<file path="src/pkg/ssp_defines.vh">
// Constants for the switch controller serial port block.
// Assumes inclusion by bare name from the core files.
`ifndef SSP_DEFINES_VH
`define SSP_DEFINES_VH

// ***********************************************
// Frame format
// ***********************************************
`define SSP_FRAME_BITS 16
`define SSP_CNT_W 5
`define SSP_FRAME_LAST 5'h10

// ***********************************************
// Command word fields (upper nibble is the command)
// ***********************************************
`define SSP_CMD_HI 15
`define SSP_CMD_LO 12
`define SSP_CMD_CHAN 4'h1
`define SSP_CMD_SENSE 4'h2
`define SSP_CMD_WDOG 4'h3
`define SSP_CMD_NORMAL 4'h4
// Channel word: bits 3:0 channel on, bits 7:4 direct-input enable, bit 8 ext switch
`define SSP_CH_ON_LO 0
`define SSP_CH_EN_LO 4
`define SSP_CH_EXT 8
// Sense word: bits 2:0 source select
`define SSP_SNS_HI 2
`define SSP_SNS_LO 0
`define SSP_SNS_RST 3'h0

// ***********************************************
// Timing
// ***********************************************
`define SSP_PWM_DIV_W 8
`define SSP_PWM_DIV_LAST 8'hFF
// Communication loss timeout in clk cycles (256 us at 250 MHz)
`define SSP_WDOG_CYCLES 32'h0000FA00
`define SSP_WDOG_W 32
// Sense sync low pulse length in clk cycles
`define SSP_SYNC_LEN 4'hF

`endif

</file>
<file path="src/core/ssp_core.v">
// Serial control port and mode-control pins of a high-side switch controller.
// Assumes serial pins and control inputs arrive asynchronously and are
// oversampled by clk at 250 MHz; serial clock stays at or below 5 MHz.
// What this block does
// - Chip select high: serial clock and data are ignored.
// - Frame starts on chip select low, completes on its return high.
// - Serial input captured on rising serial clock.
// - Serial output changes on falling serial clock.
// - Serial output released whenever chip select is high.
// - Serial output carries shifted bits onward for a daisy chain.
// - Frames are 16 bits; serial clock at most 5 MHz.
// - Reset restores configuration and fault state and enters sleep.
// - Any direct input activity wakes the device.
// - In Fail mode each direct input drives its own channel.
// - In Normal mode serial settings decide direct input effect.
// - Limp input active forces Fail mode.
// - Communication loss enters Fail mode, direct inputs still control.
// - Clock pin reports sleep state by being driven low; released when awake.
// - Reference clock on clock pin divided by 256 for PWM timebase in Normal mode only.
// - External switch output is a logic on/off command.
// - Open-drain sense sync tells master when to start conversion.
// - Serial setting selects current, temperature or supply on sense output.
`timescale 1ns/1ns
`include "ssp_defines.vh"

module ssp_core
(
  input wire clk,
  input wire nrst,
  input wire reset_sleep_n,
  input wire chip_select_n,
  input wire sclk,
  input wire si,
  output reg so_o,
  output reg so_oe,
  input wire direct_in_1,
  input wire direct_in_2,
  input wire direct_in_3,
  input wire direct_in_4,
  input wire limp_in,
  input wire clk_pin_i,
  output reg clk_pin_o,
  output reg clk_pin_oe,
  output reg [3:0] chan_on,
  output reg ext_switch_out,
  output reg [2:0] sense_out,
  output reg sense_sync_o,
  output reg sense_sync_oe,
  output reg pwm_tick,
  output reg fail_mode,
  output reg sleep_state
);

  // ***********************************************
  // Pin synchronisers
  // ***********************************************
  wire [9:0] pins_s;
  ssp_sync2 #(.W(10)) u_sync
  (
    .clk(clk),
    .nrst(nrst),
    // Select enters inverted so the bank's reset value reads as deselected
    .d({clk_pin_i, limp_in, direct_in_4, direct_in_3, direct_in_2, direct_in_1,
        si, sclk, ~chip_select_n, reset_sleep_n}),
    .q(pins_s)
  );
  wire rst_pin_n = pins_s[0];
  wire cs_n = ~pins_s[1];
  wire sck = pins_s[2];
  wire sdi = pins_s[3];
  wire [3:0] din = pins_s[7:4];
  wire limp = pins_s[8];
  wire refclk = pins_s[9];

  // ***********************************************
  // Edge helpers
  // ***********************************************
  // Shared by the select, serial clock and reference paths
  function edge_up;
    input prev;
    input cur;
    begin
      edge_up = ~prev & cur;
    end
  endfunction

  function edge_down;
    input prev;
    input cur;
    begin
      edge_down = prev & ~cur;
    end
  endfunction

  // ***********************************************
  // Edge detection on synchronised pins
  // ***********************************************
  reg cs_d_r;
  reg sck_d_r;
  reg [3:0] din_d_r;
  reg ref_d_r;
  always @(posedge clk)
  begin
    if (!nrst)
    begin
      cs_d_r <= 1'b1;
      sck_d_r <= 1'b0;
      din_d_r <= 4'h0;
      ref_d_r <= 1'b0;
    end
    else
    begin
      cs_d_r <= cs_n;
      sck_d_r <= sck;
      din_d_r <= din;
      ref_d_r <= refclk;
    end
  end
  wire cs_fall = edge_down(cs_d_r, cs_n);
  wire cs_rise = edge_up(cs_d_r, cs_n);
  // Edges only count inside a frame
  wire sck_rise = ~cs_n & edge_up(sck_d_r, sck);
  wire sck_fall = ~cs_n & edge_down(sck_d_r, sck);
  wire din_act = |(din ^ din_d_r);
  wire ref_rise = edge_up(ref_d_r, refclk);

  // ***********************************************
  // Shift register and bit counter
  // ***********************************************
  reg [15:0] shift_r;
  reg [`SSP_CNT_W-1:0] cnt_r;
  always @(posedge clk)
  begin
    if (!nrst)
    begin
      shift_r <= 16'h0000;
      cnt_r <= {`SSP_CNT_W{1'b0}};
    end
    else if (cs_fall)
    begin
      cnt_r <= {`SSP_CNT_W{1'b0}};
    end
    // Stray clocks outside a frame never get here, see sck_rise
    else if (sck_rise)
    begin
      shift_r <= {shift_r[14:0], sdi};
      // Saturates one past a frame, so an overlong frame never looks exact
      if (cnt_r <= `SSP_FRAME_LAST)
        cnt_r <= cnt_r + 5'h01;
      else
        cnt_r <= cnt_r;
    end
  end

  // Only an exact 16 bit frame is applied; partial ones are dropped
  wire frame_ok = cs_rise & (cnt_r == `SSP_FRAME_LAST);
  // Command sits in the top nibble of the captured word
  wire [3:0] cmd = shift_r[`SSP_CMD_HI:`SSP_CMD_LO];

  // ***********************************************
  // Serial output, daisy chain
  // ***********************************************
  // MSB leaves first, so bits pass through after 16 clocks
  // Driven only while selected, so a shared return line is left free
  always @(posedge clk)
  begin
    if (!nrst)
    begin
      so_o <= 1'b0;
      so_oe <= 1'b0;
    end
    else
    begin
      so_oe <= ~cs_n;
      if (cs_fall)
        so_o <= shift_r[15];
      else if (sck_fall)
        so_o <= shift_r[15];
    end
  end

  // ***********************************************
  // Configuration and mode state
  // ***********************************************
  reg [3:0] ch_on_r;
  reg [3:0] ch_en_r;
  reg ext_r;
  reg [2:0] sns_r;
  reg wdog_en_r;
  reg normal_r;
  reg asleep_r;
  reg [`SSP_WDOG_W-1:0] wdog_r;
  // Loss-of-link timer runs only once armed; any good frame restarts it
  wire wdog_exp = wdog_en_r & (wdog_r == `SSP_WDOG_CYCLES);
  always @(posedge clk)
  begin
    if (!nrst || !rst_pin_n)
    begin
      // Defaults and sleep
      ch_on_r <= 4'h0;
      ch_en_r <= 4'h0;
      ext_r <= 1'b0;
      sns_r <= `SSP_SNS_RST;
      wdog_en_r <= 1'b0;
      normal_r <= 1'b0;
      asleep_r <= 1'b1;
      wdog_r <= {`SSP_WDOG_W{1'b0}};
    end
    else
    begin
      if (din_act || cs_fall)
        asleep_r <= 1'b0;
      if (frame_ok)
        wdog_r <= {`SSP_WDOG_W{1'b0}};
      else if (wdog_en_r && !wdog_exp)
        wdog_r <= wdog_r + 32'h00000001;
      // Limp or lost link drops back to Fail; limp wins over any frame
      if (limp || wdog_exp)
        normal_r <= 1'b0;
      else if (frame_ok && cmd == `SSP_CMD_NORMAL)
        normal_r <= 1'b1;
      // A cut frame leaves the count short, so nothing below is applied
      if (frame_ok)
      begin
        case (cmd)
          `SSP_CMD_CHAN:
          begin
            ch_on_r <= shift_r[`SSP_CH_ON_LO+3:`SSP_CH_ON_LO];
            ch_en_r <= shift_r[`SSP_CH_EN_LO+3:`SSP_CH_EN_LO];
            ext_r <= shift_r[`SSP_CH_EXT];
          end
          `SSP_CMD_SENSE: sns_r <= shift_r[`SSP_SNS_HI:`SSP_SNS_LO];
          `SSP_CMD_WDOG: wdog_en_r <= shift_r[0];
          default: ;
        endcase
      end
    end
  end

  // ***********************************************
  // PWM prescaler, sense sync pulse
  // ***********************************************
  // Reference divider advances only in Normal mode; Fail keeps it frozen
  reg [`SSP_PWM_DIV_W-1:0] div_r;
  reg [3:0] sync_cnt_r;
  reg sense_set_r;
  always @(posedge clk)
  begin
    if (!nrst)
    begin
      div_r <= {`SSP_PWM_DIV_W{1'b0}};
      sync_cnt_r <= 4'h0;
      sense_set_r <= 1'b0;
    end
    else
    begin
      sense_set_r <= frame_ok & (cmd == `SSP_CMD_SENSE);
      if (normal_r && ref_rise)
        div_r <= div_r + 8'h01;
      if (sense_set_r)
        sync_cnt_r <= `SSP_SYNC_LEN;
      else if (sync_cnt_r != 4'h0)
        sync_cnt_r <= sync_cnt_r - 4'h1;
    end
  end

  // ***********************************************
  // Registered outputs
  // ***********************************************
  always @(posedge clk)
  begin
    if (!nrst)
    begin
      chan_on <= 4'h0;
      ext_switch_out <= 1'b0;
      sense_out <= `SSP_SNS_RST;
      sense_sync_o <= 1'b0;
      sense_sync_oe <= 1'b0;
      pwm_tick <= 1'b0;
      fail_mode <= 1'b1;
      sleep_state <= 1'b1;
      clk_pin_o <= 1'b0;
      clk_pin_oe <= 1'b0;
    end
    else
    begin
      // Limitation: a direct input reaches the channels three cycles after the pin
      if (!normal_r)
        chan_on <= din;
      else
        chan_on <= ch_on_r | (din & ch_en_r);
      ext_switch_out <= ext_r;
      sense_out <= sns_r;
      sense_sync_o <= 1'b0;
      sense_sync_oe <= (sync_cnt_r != 4'h0);
      pwm_tick <= normal_r & ref_rise & (div_r == `SSP_PWM_DIV_LAST);
      fail_mode <= ~normal_r;
      sleep_state <= asleep_r;
      // Pin driven only while asleep so an awake device can take the reference
      clk_pin_o <= 1'b0;
      clk_pin_oe <= asleep_r;
    end
  end

endmodule // ssp_core

</file>
<file path="src/core/ssp_sync2.v">
// Two-flop synchroniser bank for pin inputs.
// Assumes pins are asynchronous to clk.
`timescale 1ns/1ns

module ssp_sync2
#(
  parameter W = 1
)
(
  input wire clk,
  input wire nrst,
  input wire [W-1:0] d,
  output reg [W-1:0] q
);

  reg [W-1:0] meta_r;

  // First stage is read only by second stage
  always @(posedge clk)
  begin
    if (!nrst)
    begin
      meta_r <= {W{1'b0}};
      q <= {W{1'b0}};
    end
    else
    begin
      meta_r <= d;
      q <= meta_r;
    end
  end

endmodule // ssp_sync2

</file>
<file path="config.mk">
export PLATFORM = sky130hd
export DESIGN_NAME = ssp_core
export DESIGN_NICKNAME = d
export VERILOG_FILES = /design/src/core/ssp_core.v /design/src/core/ssp_sync2.v
export VERILOG_INCLUDE_DIRS = /design/src /design/src/pkg
export SDC_FILE = /design/constraint.sdc
export NUM_CORES = 1
export LEC_CHECK = 0
export BUFFER_PORTS_ARGS = -buffer_cell sky130_fd_sc_hd__buf_2
export CAP_MARGIN = 20
export CORE_ASPECT_RATIO = 1.75
export CORE_UTILIZATION = 30
export DETAILED_ROUTE_END_ITERATION = 8
export PLACE_DENSITY = 0.41
export SLEW_MARGIN = 20
export SYNTH_ARGS = -nofsm -noshare
export SYNTH_HDL_FRONTEND = slang
export SYNTH_SLANG_ARGS = --single-unit
</file>
<file path="constraint.sdc">
create_clock -name clk -period 6.8 [get_ports clk]
set_clock_uncertainty 0.2 [all_clocks]
set_input_delay 0.68 -clock clk [delete_from_list [all_inputs] [get_ports clk]]
set_output_delay 0.68 -clock clk [all_outputs]
set_load 0.005 [all_outputs]
</file>
# --- Word-level counts from Yosys, hierarchy flattened ---
# Index checks and enable logic that the tools add are counted.
word_totals:
  out_inout_bits: 17
  register_bits: 123
  elab_cells: 91
  inputBits: 12
op_classes:
  order_cmp: 1
  mux: 5
  eq_ne: 7
  add_sub_neg: 4
  n_bitwise: 24
  n_reduce_logical: 21
ops:
  columns: ["op", "count"]
  rows:
  - ["32-bit by 1-bit adder with 32-bit output (second input constant)", 1]
  - ["32-bit by 16-bit equality test with 1-bit output (second input constant)", 1]
  - ["1-bit bitwise AND", 12]
  - ["4-bit 2-to-1 mux", 3]
  - ["2-bit AND reduction", 5]
  - ["1-bit inverter", 9]
  - ["8-bit by 1-bit adder with 8-bit output (second input constant)", 1]
  - ["4-bit by 2-bit equality test with 1-bit output (second input constant)", 2]
  - ["8-bit equality test (second input constant)", 1]
  - ["2-bit OR reduction", 3]
  - ["5-bit by 1-bit adder with 5-bit output (second input constant)", 1]
  - ["5-bit equality test (second input constant)", 1]
  - ["5-bit less-or-equal comparator (second input constant)", 1]
  - ["4-bit bitwise AND", 1]
  - ["4-bit by 1-bit equality test with 1-bit output (second input constant)", 1]
  - ["4-bit by 3-bit equality test with 1-bit output (second input constant)", 1]
  - ["4-bit bitwise OR", 1]
  - ["2-bit nonzero test", 2]
  - ["4-bit nonzero test", 1]
  - ["4-bit OR reduction", 1]
  - ["4-bit by 1-bit subtractor with 4-bit output (second input constant)", 1]
  - ["4-bit bitwise XOR", 1]
  - ["1-bit logical AND", 3]
  - ["1-bit zero test", 3]
  - ["2 further kinds", 5]

# --- Longest topological paths before layout ---
# Gate-level depths: netlist (run 1).
depth:
  word_depth: 5
  ltp_mapped: 8
  ltp_nobuf: 7

# --- Modules after synthesis ---
# Synthesis (run 1) repeated with hierarchy kept, for this count alone.
unflattened:
  hier_cells: 507
  hier_area_um2: 4809.6
modules_own_cells:
  columns: ["module", "seq_area_each_um2", "area_each_um2", "cells_per_inst", "instances"]
  rows:
  - ["ssp_core", 2062.0, 4247.8, 465, 1]
  - ["ssp_sync2", 400.4, 561.8, 42, 1]

# --- Worst setup path before layout (run 1) ---
# Ideal clock, no wire load.
synth_timing:
  path_type: "register to register"
  start: "register cnt_r[0]"
  end: "register wdog_en_r"
  stages_incl_launch_ff: 8
  n_path_buf: 0
  t_required_ns: 6.481
  setup_ns: 0.119
  synth_period_minus_slack_ns: 2.170
  path_slack_ns: 4.630
  arrival_time_ns: 1.851
  path_cell_list: "dfxtp_1 -> inv_1 -> ha_1 -> or3b_4 -> or3_4 -> or4_4 -> mux2i_1 -> nor2_1"
synth_via:
  elab_chain_len: 3
synth_rtl:
  columns: ["element", "line_no", "text"]
  rows:
  - ["start: declaration", "ssp_core.v:131", "reg [`SSP_CNT_W-1:0] cnt_r;"]
  - ["start signal: assignment", "ssp_core.v:137", "cnt_r <= {`SSP_CNT_W{1'b0}};"]
  - ["start signal: assignment", "ssp_core.v:141", "cnt_r <= {`SSP_CNT_W{1'b0}};"]
  - ["start signal: assignment", "ssp_core.v:149", "cnt_r <= cnt_r + 5'h01;"]
  - ["5-bit equality test (no source line)", null, null]
  - ["1-bit bitwise AND", "ssp_core.v:156", "wire frame_ok = cs_rise & (cnt_r == `SSP_FRAME_LAST);"]
  - ["2-bit AND reduction (no source line)", null, null]
  - ["end signal: assignment", "ssp_core.v:233", "`SSP_CMD_WDOG: wdog_en_r <= shift_r[0];"]
  - ["end: declaration", "ssp_core.v:189", "reg wdog_en_r;"]
# No other way between the ends.
# A chain may end at the register's enable or synchronous reset.

# --- Final worst setup path (run 1) ---
layout_timing:
  start: "register cnt_r[0]"
  end: "register ch_en_r[3]"
layout_via:
  elab_chain_len: 3
layout_rtl:
  columns: ["element", "line_no", "text"]
  rows:
  - ["5-bit equality test (no source line)", null, null]
  - ["1-bit bitwise AND", "ssp_core.v:156", null]
  - ["2-bit AND reduction (no source line)", null, null]
  - ["end signal: assignment", "ssp_core.v:229", "ch_en_r <= shift_r[`SSP_CH_EN_LO+3:`SSP_CH_EN_LO];"]
  - ["end: declaration", "ssp_core.v:186", "reg [3:0] ch_en_r;"]
# No other way between the ends.

==> impl_metrics.toml, run 1 <==
[power_and_ir_drop]
power_frac_comb = 0.049
power_density_nw_per_um2 = 312
p_sw_mw = 0.399
intPower_mw = 1.34
p_clk_frac = 0.519
ir_drop_mv = 0.139
leakagePower_nw = 2.04
switching_share = 0.229
power_frac_seq = 0.432

[sta]
min_period_ns = 2.36
max_freq_ghz = 0.424
fin_crit_sh = 0.347
slew_headroom = 0.513
finalSetupTns_ns = 0
finalMaxSlewViolations = 0
finalSetupViolations = 0
worst_pin_slew_ns = 0.727
finalHoldViolCount = 0
rsz0062_at_grt = "false"

[critical_path]
critPathTopFamily = "simple AND/OR/NAND/NOR gates"
worstSetupPathType = "flip-flop to flip-flop"
max_stage_delay_ns = 0.41
worst_setup_path_start_kind = "flip-flop"
required_ns = 6.87
cpMaxStageDelayCell = "or3b_4"
r2r-end = "ch_en_r[3]$_SDFFE_PP0P_"
r2r.worst_path.cells = 8
crit_path_max_fanout = 9
cp_data_arrival_time_ns = 2.43
crit_chain = "inv_1, ha_1, or3b_4, or3_4, nor4_2, buf_4, mux2i_1, nor2_1"
end_kind = "flip-flop"
r2r_setup_slack_ns = 4.44
timing.rr.start = "cnt_r[0]$_SDFFE_PP0P_"
crit_buf_inv = 2

[synthesis]
syn_area_per_cell_sq_um = 9.31
syn_area_sq_um = 4650
synthTopCellsByArea = "dfxtp_1 53%, xor2_1 6.6%, nor2_1 5.4%"
ys_seq_area_frac = 0.530
async_reset_ff_frac = 0
yosysUniqueCellTypes = 46
yosysTopAreaCell = "dfxtp_1"
synthCells = 499
synth.top_cell.area_share = 0.530
yosys.cell_count.top_type = "dfxtp_1"
synthTopCellsByCount = "123 x dfxtp_1, 67 x nor2_1, 53 x nand2_1, 35 x xor2_1"
synth_ff_type = "dfxtp_1"
synth_warnings = 0
synth-edff-count = 0
synth-seq-cells = 123

[placement]
place_inst = 691
place_congestion = 0.682
dp_hpwl_um = 6590
io_buffers = 26

[detailed_routing]
wl_um = 9680
drt_pass1_iterations = 4
viasPerCell = 4.64
drcViolationCount = 0
wl_per_cell_um = 13.4
vias = 3360
drt_iter0_drc = 86
final_antenna_net_count = 0

[finish]
nets = 547
drive_gt1_frac = 0.133
layout.cells.non_filler = 724
areaGrowthSynthToFinish_pct = 19.7
antenna_cells = 0

[clocking]
root_buffer = "clkbuf_16"
cts_max_level = 4
cts-buffers-inserted = 17
cts.sinks = 123
holdBufCountCts = 0
clock_path_buffers = 2
tritoncts = "done"
cts_resized = 0
clock_latency_ns = 0.41
cts_setup_buffers = 0
cts.clk_slew.worst_paths_ns = 0.06

[grt]
antenna_found_initial = 0
grt_usage = 0.131
grt_first_pass_wirelength_um = 15800
grt_pass1_vias = 3304
grt_max_degree = 38
grt_remaining_overflow = 0

[floorplan]
core-area_sq_um = 15000
die_area_sq_um = 16000
die_height_um = 167
initial_core_util = 0.310
die_w_um = 96.1
io_pins = 29
rows = 59

[min_path]
hp-start = "u_sync.q[8]$_SDFF_PN0_"
min_path_type = "flip-flop to flip-flop"
holdPathEnd = "normal_r$_SDFFE_PP0P_"
holdPathStages = 1

[status]
outcome = "finished, final reports clean"

[run]
maxCapViolations = 0
[worst max path at each step]
| stage | from | end | slack [ns] | cells past startpoint |
|---|---|---|---|---|
| floorplan | cnt_r[0]$_SDFFE_PP0P_ | wdog_en_r$_SDFFE_PP0P_ | 4.63 | 7 |
| global placement | nrst | sync_cnt_r[1]$_SDFFE_PN0P_ | 3.95 | 3 |
| detailed placement | nrst | chan_on[0]$_SDFF_PN0_ | 3.87 | 3 |
| CTS | nrst | chan_on[1]$_SDFF_PN0_ | 4.30 | 3 |
| global route | cnt_r[0]$_SDFFE_PP0P_ | sns_r[1]$_SDFFE_PP0P_ | 4.29 | 7 |
| finish | cnt_r[0]$_SDFFE_PP0P_ | ch_en_r[3]$_SDFFE_PP0P_ | 4.44 | 8 |
[per-stage QoR]
stage	power (mW)	cell area, sq um	setup slack, ns	utilization	hold WS, ns
3_3_place_gp	0.848	4950	3.95	0.330	0.199
2_1_floorplan	0.831	4650	4.63	-	0.181
6_report	1.74	5560	4.44	0.371	0.196
5_1_grt	1.82	5560	4.29	0.371	0.228
4_1_cts	1.77	5550	4.30	0.370	0.204
3_5_place_dp	0.852	4950	3.87	0.330	0.198
[power groups by stage]
| stage | logic, mW | clock network, mW | registers (mW) |
|---|---|---|---|
| 2_1_floorplan | 0.0663 | 0 | 0.764 |
| 3_3_place_gp | 0.0819 | 0 | 0.766 |
| 3_5_place_dp | 0.0855 | 0 | 0.767 |
| 4_1_cts | 0.0860 | 0.931 | 0.751 |
| 5_1_grt | 0.0959 | 0.971 | 0.753 |
| 6_report | 0.0849 | 0.903 | 0.751 |
[cell families (layout without fill, tap and decap cells)]
logic type | Yosys count | in the layout | share of synthesized area
DFF | 123 | 123 | 0.530
muxes | 17 | 17 | 0.0369
other | 1 | 2 | 0.000807
adders and majority gates | 7 | 7 | 0.0189
and+or+nand+nor | 226 | 226 | 0.247
xor gates and xnor gates | 42 | 42 | 0.0792
AOI/OAI and AO/OA | 49 | 49 | 0.0574
buffers and inverters | 34 | 75 | 0.0302
[cell type report]
cell class	count	area, sq um
Clock buffer	18	439
Clock inverter	14	159
Fill cell	1539	9420
Inverter	12	45.0
Multi-Input combinational cell	343	2050
Sequential cell	123	2460
Tap cell	183	229
Timing Repair Buffer	31	175
[sequential cells by signal, summed over array words and instances (netlist names), 3 cells and up]
signal / cells
cnt_r: 5
din_d_r: 4
ch_en_r: 4
wdog_r: 32
sync_cnt_r: 4
sense_out: 3
sns_r: 3
chan_on: 4
u_sync.q: 10
ch_on_r: 4
u_sync.meta_r: 10
shift_r: 16
div_r: 8
[routing by layer]
layer | share of wire | global-route usage | vias up
li1 | - | - | 1725
met1 | 0.41 | 0.131 | 1576
met2 | 0.55 | 0.238 | 44
met3 | 0.019 | 0.0384 | 15
met4 | 0.021 | 0.0675 | 0
met5 | 0 | 0 | -
[cell usage in the layout, fill, tap and decap left out, drive strengths merged, types with 4 or more instances in the layout]
cell,count
dfxtp,123
xnor2,7
nand2,53
nand4,15
ha,7
and4,4
xor2,35
and3,7
nor4,6
clkbuf,18
nand3,15
buf,31
clkinv,5
nor2,67
a21oi,31
mux2i,16
nor3,6
inv,17
and2,31
or3,7
o21ai,11
(Power assumes the default switching activity.)
==> run 2, diff against run 1 <==
==> constraint.sdc (replaced) <==
create_clock -name clk -period 2.4 [get_ports clk]
set_clock_uncertainty 0.2 [all_clocks]
set_input_delay 0.24 -clock clk [delete_from_list [all_inputs] [get_ports clk]]
set_output_delay 0.24 -clock clk [all_outputs]
set_load 0.005 [all_outputs]
==> impl_metrics.toml, run 2 (synthesized netlist as in run 1, its figures left out) <==
[finish]
drive_gt1_frac = 0.146
final_cell_mix = "122 x dfxtp_1, 67 x nor2_1, 53 x nand2_1"
top_regs = "wdog_r: 32 flops, shift_r: 16 flops"
fillCellCount = 1544
antenna_cells = 0
areaGrowthSynthToFinish_pct = 24.3
multi_input_area_sq_um = 2050
layout_commonest_cell = "dfxtp_1"
nets = 569
top_register = "wdog_r"
seqCellArea_sq_um = 2460
largest_reg_flops = 32
utilization = 0.385

[floorplan]
die_area_sq_um = 16000
rows = 59
initial_core_util = 0.310
core-area_sq_um = 15000
die_w_um = 96.1
die_height_um = 167
io_pins = 29

[grt]
grt_usage = 0.133
grt_max_degree = 35
grt_first_pass_wirelength_um = 16100
antenna_found_initial = 0
grt_pass1_vias = 3339
grt_remaining_overflow = 0

[critical_path]
critPathTopFamily = "simple AND/OR/NAND/NOR gates"
r2r.worst_path.cells = 8
r2r_setup_slack_ns = 0.13
end_kind = "flip-flop"
crit_path_max_fanout = 9
worstSetupPathDepth = 8
worst_setup_path_start_kind = "flip-flop"
timing.rr.start = "cnt_r[1]$_SDFFE_PP0P_"
crit_chain = "inv_1, ha_1, or3b_4, or3_4, nor4_2, buf_4, mux2i_1, nor2_1"
worstSetupPathType = "flip-flop to flip-flop"
crit_start = "cnt_r[1]$_SDFFE_PP0P_"
max_stage_delay_ns = 0.41
crit_buf_inv = 2
crit_end = "ch_en_r[2]$_SDFFE_PP0P_"
cp_data_arrival_time_ns = 2.36
cpMaxStageDelayCell = "or3b_4"
required_ns = 2.49
r2r-end = "ch_en_r[2]$_SDFFE_PP0P_"

[min_path]
holdPathStages = 1
min_path_type = "flip-flop to flip-flop"

[sta]
worst_pin_slew_ns = 0.561
finalMaxSlewViolations = 0
min_period_ns = 2.27
slew_headroom = 0.625
finalSetupViolations = 0
fin_crit_sh = 0.946
finalSetupTns_ns = 0
max_freq_ghz = 0.440
finalHoldViolCount = 0
rsz0062_at_grt = "false"
finalWorstSetupSlack_ns = 0.129

[status]
outcome = "finished, final reports clean"

[clocking]
tritoncts = "done"
cts_setup_buffers = 0
cts.clk_slew.worst_paths_ns = 0.06
clock_path_buffers = 2
cts_max_level = 4
cts.sinks = 123
cts-buffers-inserted = 17
root_buffer = "clkbuf_16"
clock_latency_ns = 0.41

[placement]
place_congestion = 0.728
io_buffers = 26
place_worst_setup_slack_ns = 0.111
dp_hpwl_um = 6760

[detailed_routing]
wl_um = 9810
viasPerCell = 4.60
drcViolationCount = 0
vias = 3435
drt_pass1_iterations = 5
drt_iter0_drc = 118
final_antenna_net_count = 0
wl_per_cell_um = 13.2

[run]
maxCapViolations = 0

[power_and_ir_drop]
leakagePower_nw = 2.15
power_density_nw_per_um2 = 875
ir_drop_mv = 0.362
p_total_mw = 5.06
run 2: cell types whose count changed in the layout (fill, tap and decap cells not counted):
cell,change
dlygate4sd3_1,+12
buf_4,+11
inv_6,-2
inv_8,+2
buf_8,-1
bufinv_16,+1
clkinv_4,-1
dfxtp_1,-1
dfxtp_2,+1
nor2_1,+1
nor2_2,-1
run 2: area by class of cell:
cell class | count | area share
Clock inverter | 14 | 0.0321
Inverter | 12 | 0.00780
Clock buffer | 18 | 0.0760
Multi-Input combinational cell | 343 | 0.355
Sequential cell | 123 | 0.427
Timing Repair Buffer | 53 | 0.0628
Tap cell | 183 | 0.0396
run 2: worst min path at each step:
stage / end / slack [ns] / startpoint
6_report: normal_r$_SDFFE_PP0P_ / 0.22 / u_sync.q[8]$_SDFF_PN0_
5_1_grt: normal_r$_SDFFE_PP0P_ / 0.23 / u_sync.q[8]$_SDFF_PN0_
4_1_cts: normal_r$_SDFFE_PP0P_ / 0.22 / u_sync.q[8]$_SDFF_PN0_
3_5_place_dp: u_sync.meta_r[1]$_SDFF_PN0_ / 0.20 / chip_select_n
3_3_place_gp: u_sync.meta_r[1]$_SDFF_PN0_ / 0.20 / chip_select_n
2_1_floorplan: u_sync.meta_r[1]$_SDFF_PN0_ / 0.11 / chip_select_n
run 2: per-stage QoR:
step | cells | hold slack, ns | cell area [sq um]
after floorplan | 500 | 0.112 | 4650
after global placement | 702 | 0.202 | 5030
after detailed placement | 702 | 0.199 | 5030
after CTS | 746 | 0.219 | 5770
after global routing | 746 | 0.229 | 5780
final | 746 | 0.215 | 5780
run 2: timing repair:
item / in CTS / in global routing
endpoints found under the setup margin: 0 / 1
endpoints found under the hold margin: 16 / 0
gates resized for setup: 0 / 1
hold buffers: 12 / 0
run 2: metal layers:
layer | up-vias | share of wire | GRT usage
met5 | - | 0 | 0
li1 | 1771 | - | -
met3 | 9 | 0.025 | 0.0370
met1 | 1618 | 0.40 | 0.132
met2 | 37 | 0.56 | 0.250
met4 | 0 | 0.0098 | 0.0526
run 2: where the power goes:
part | leakage [nW] | switching [mW] | internal [mW]
logic | 0.850 | 0.123 | 0.130
clock network | 0.302 | 0.987 | 1.69
registers | 0.998 | 0.0265 | 2.10
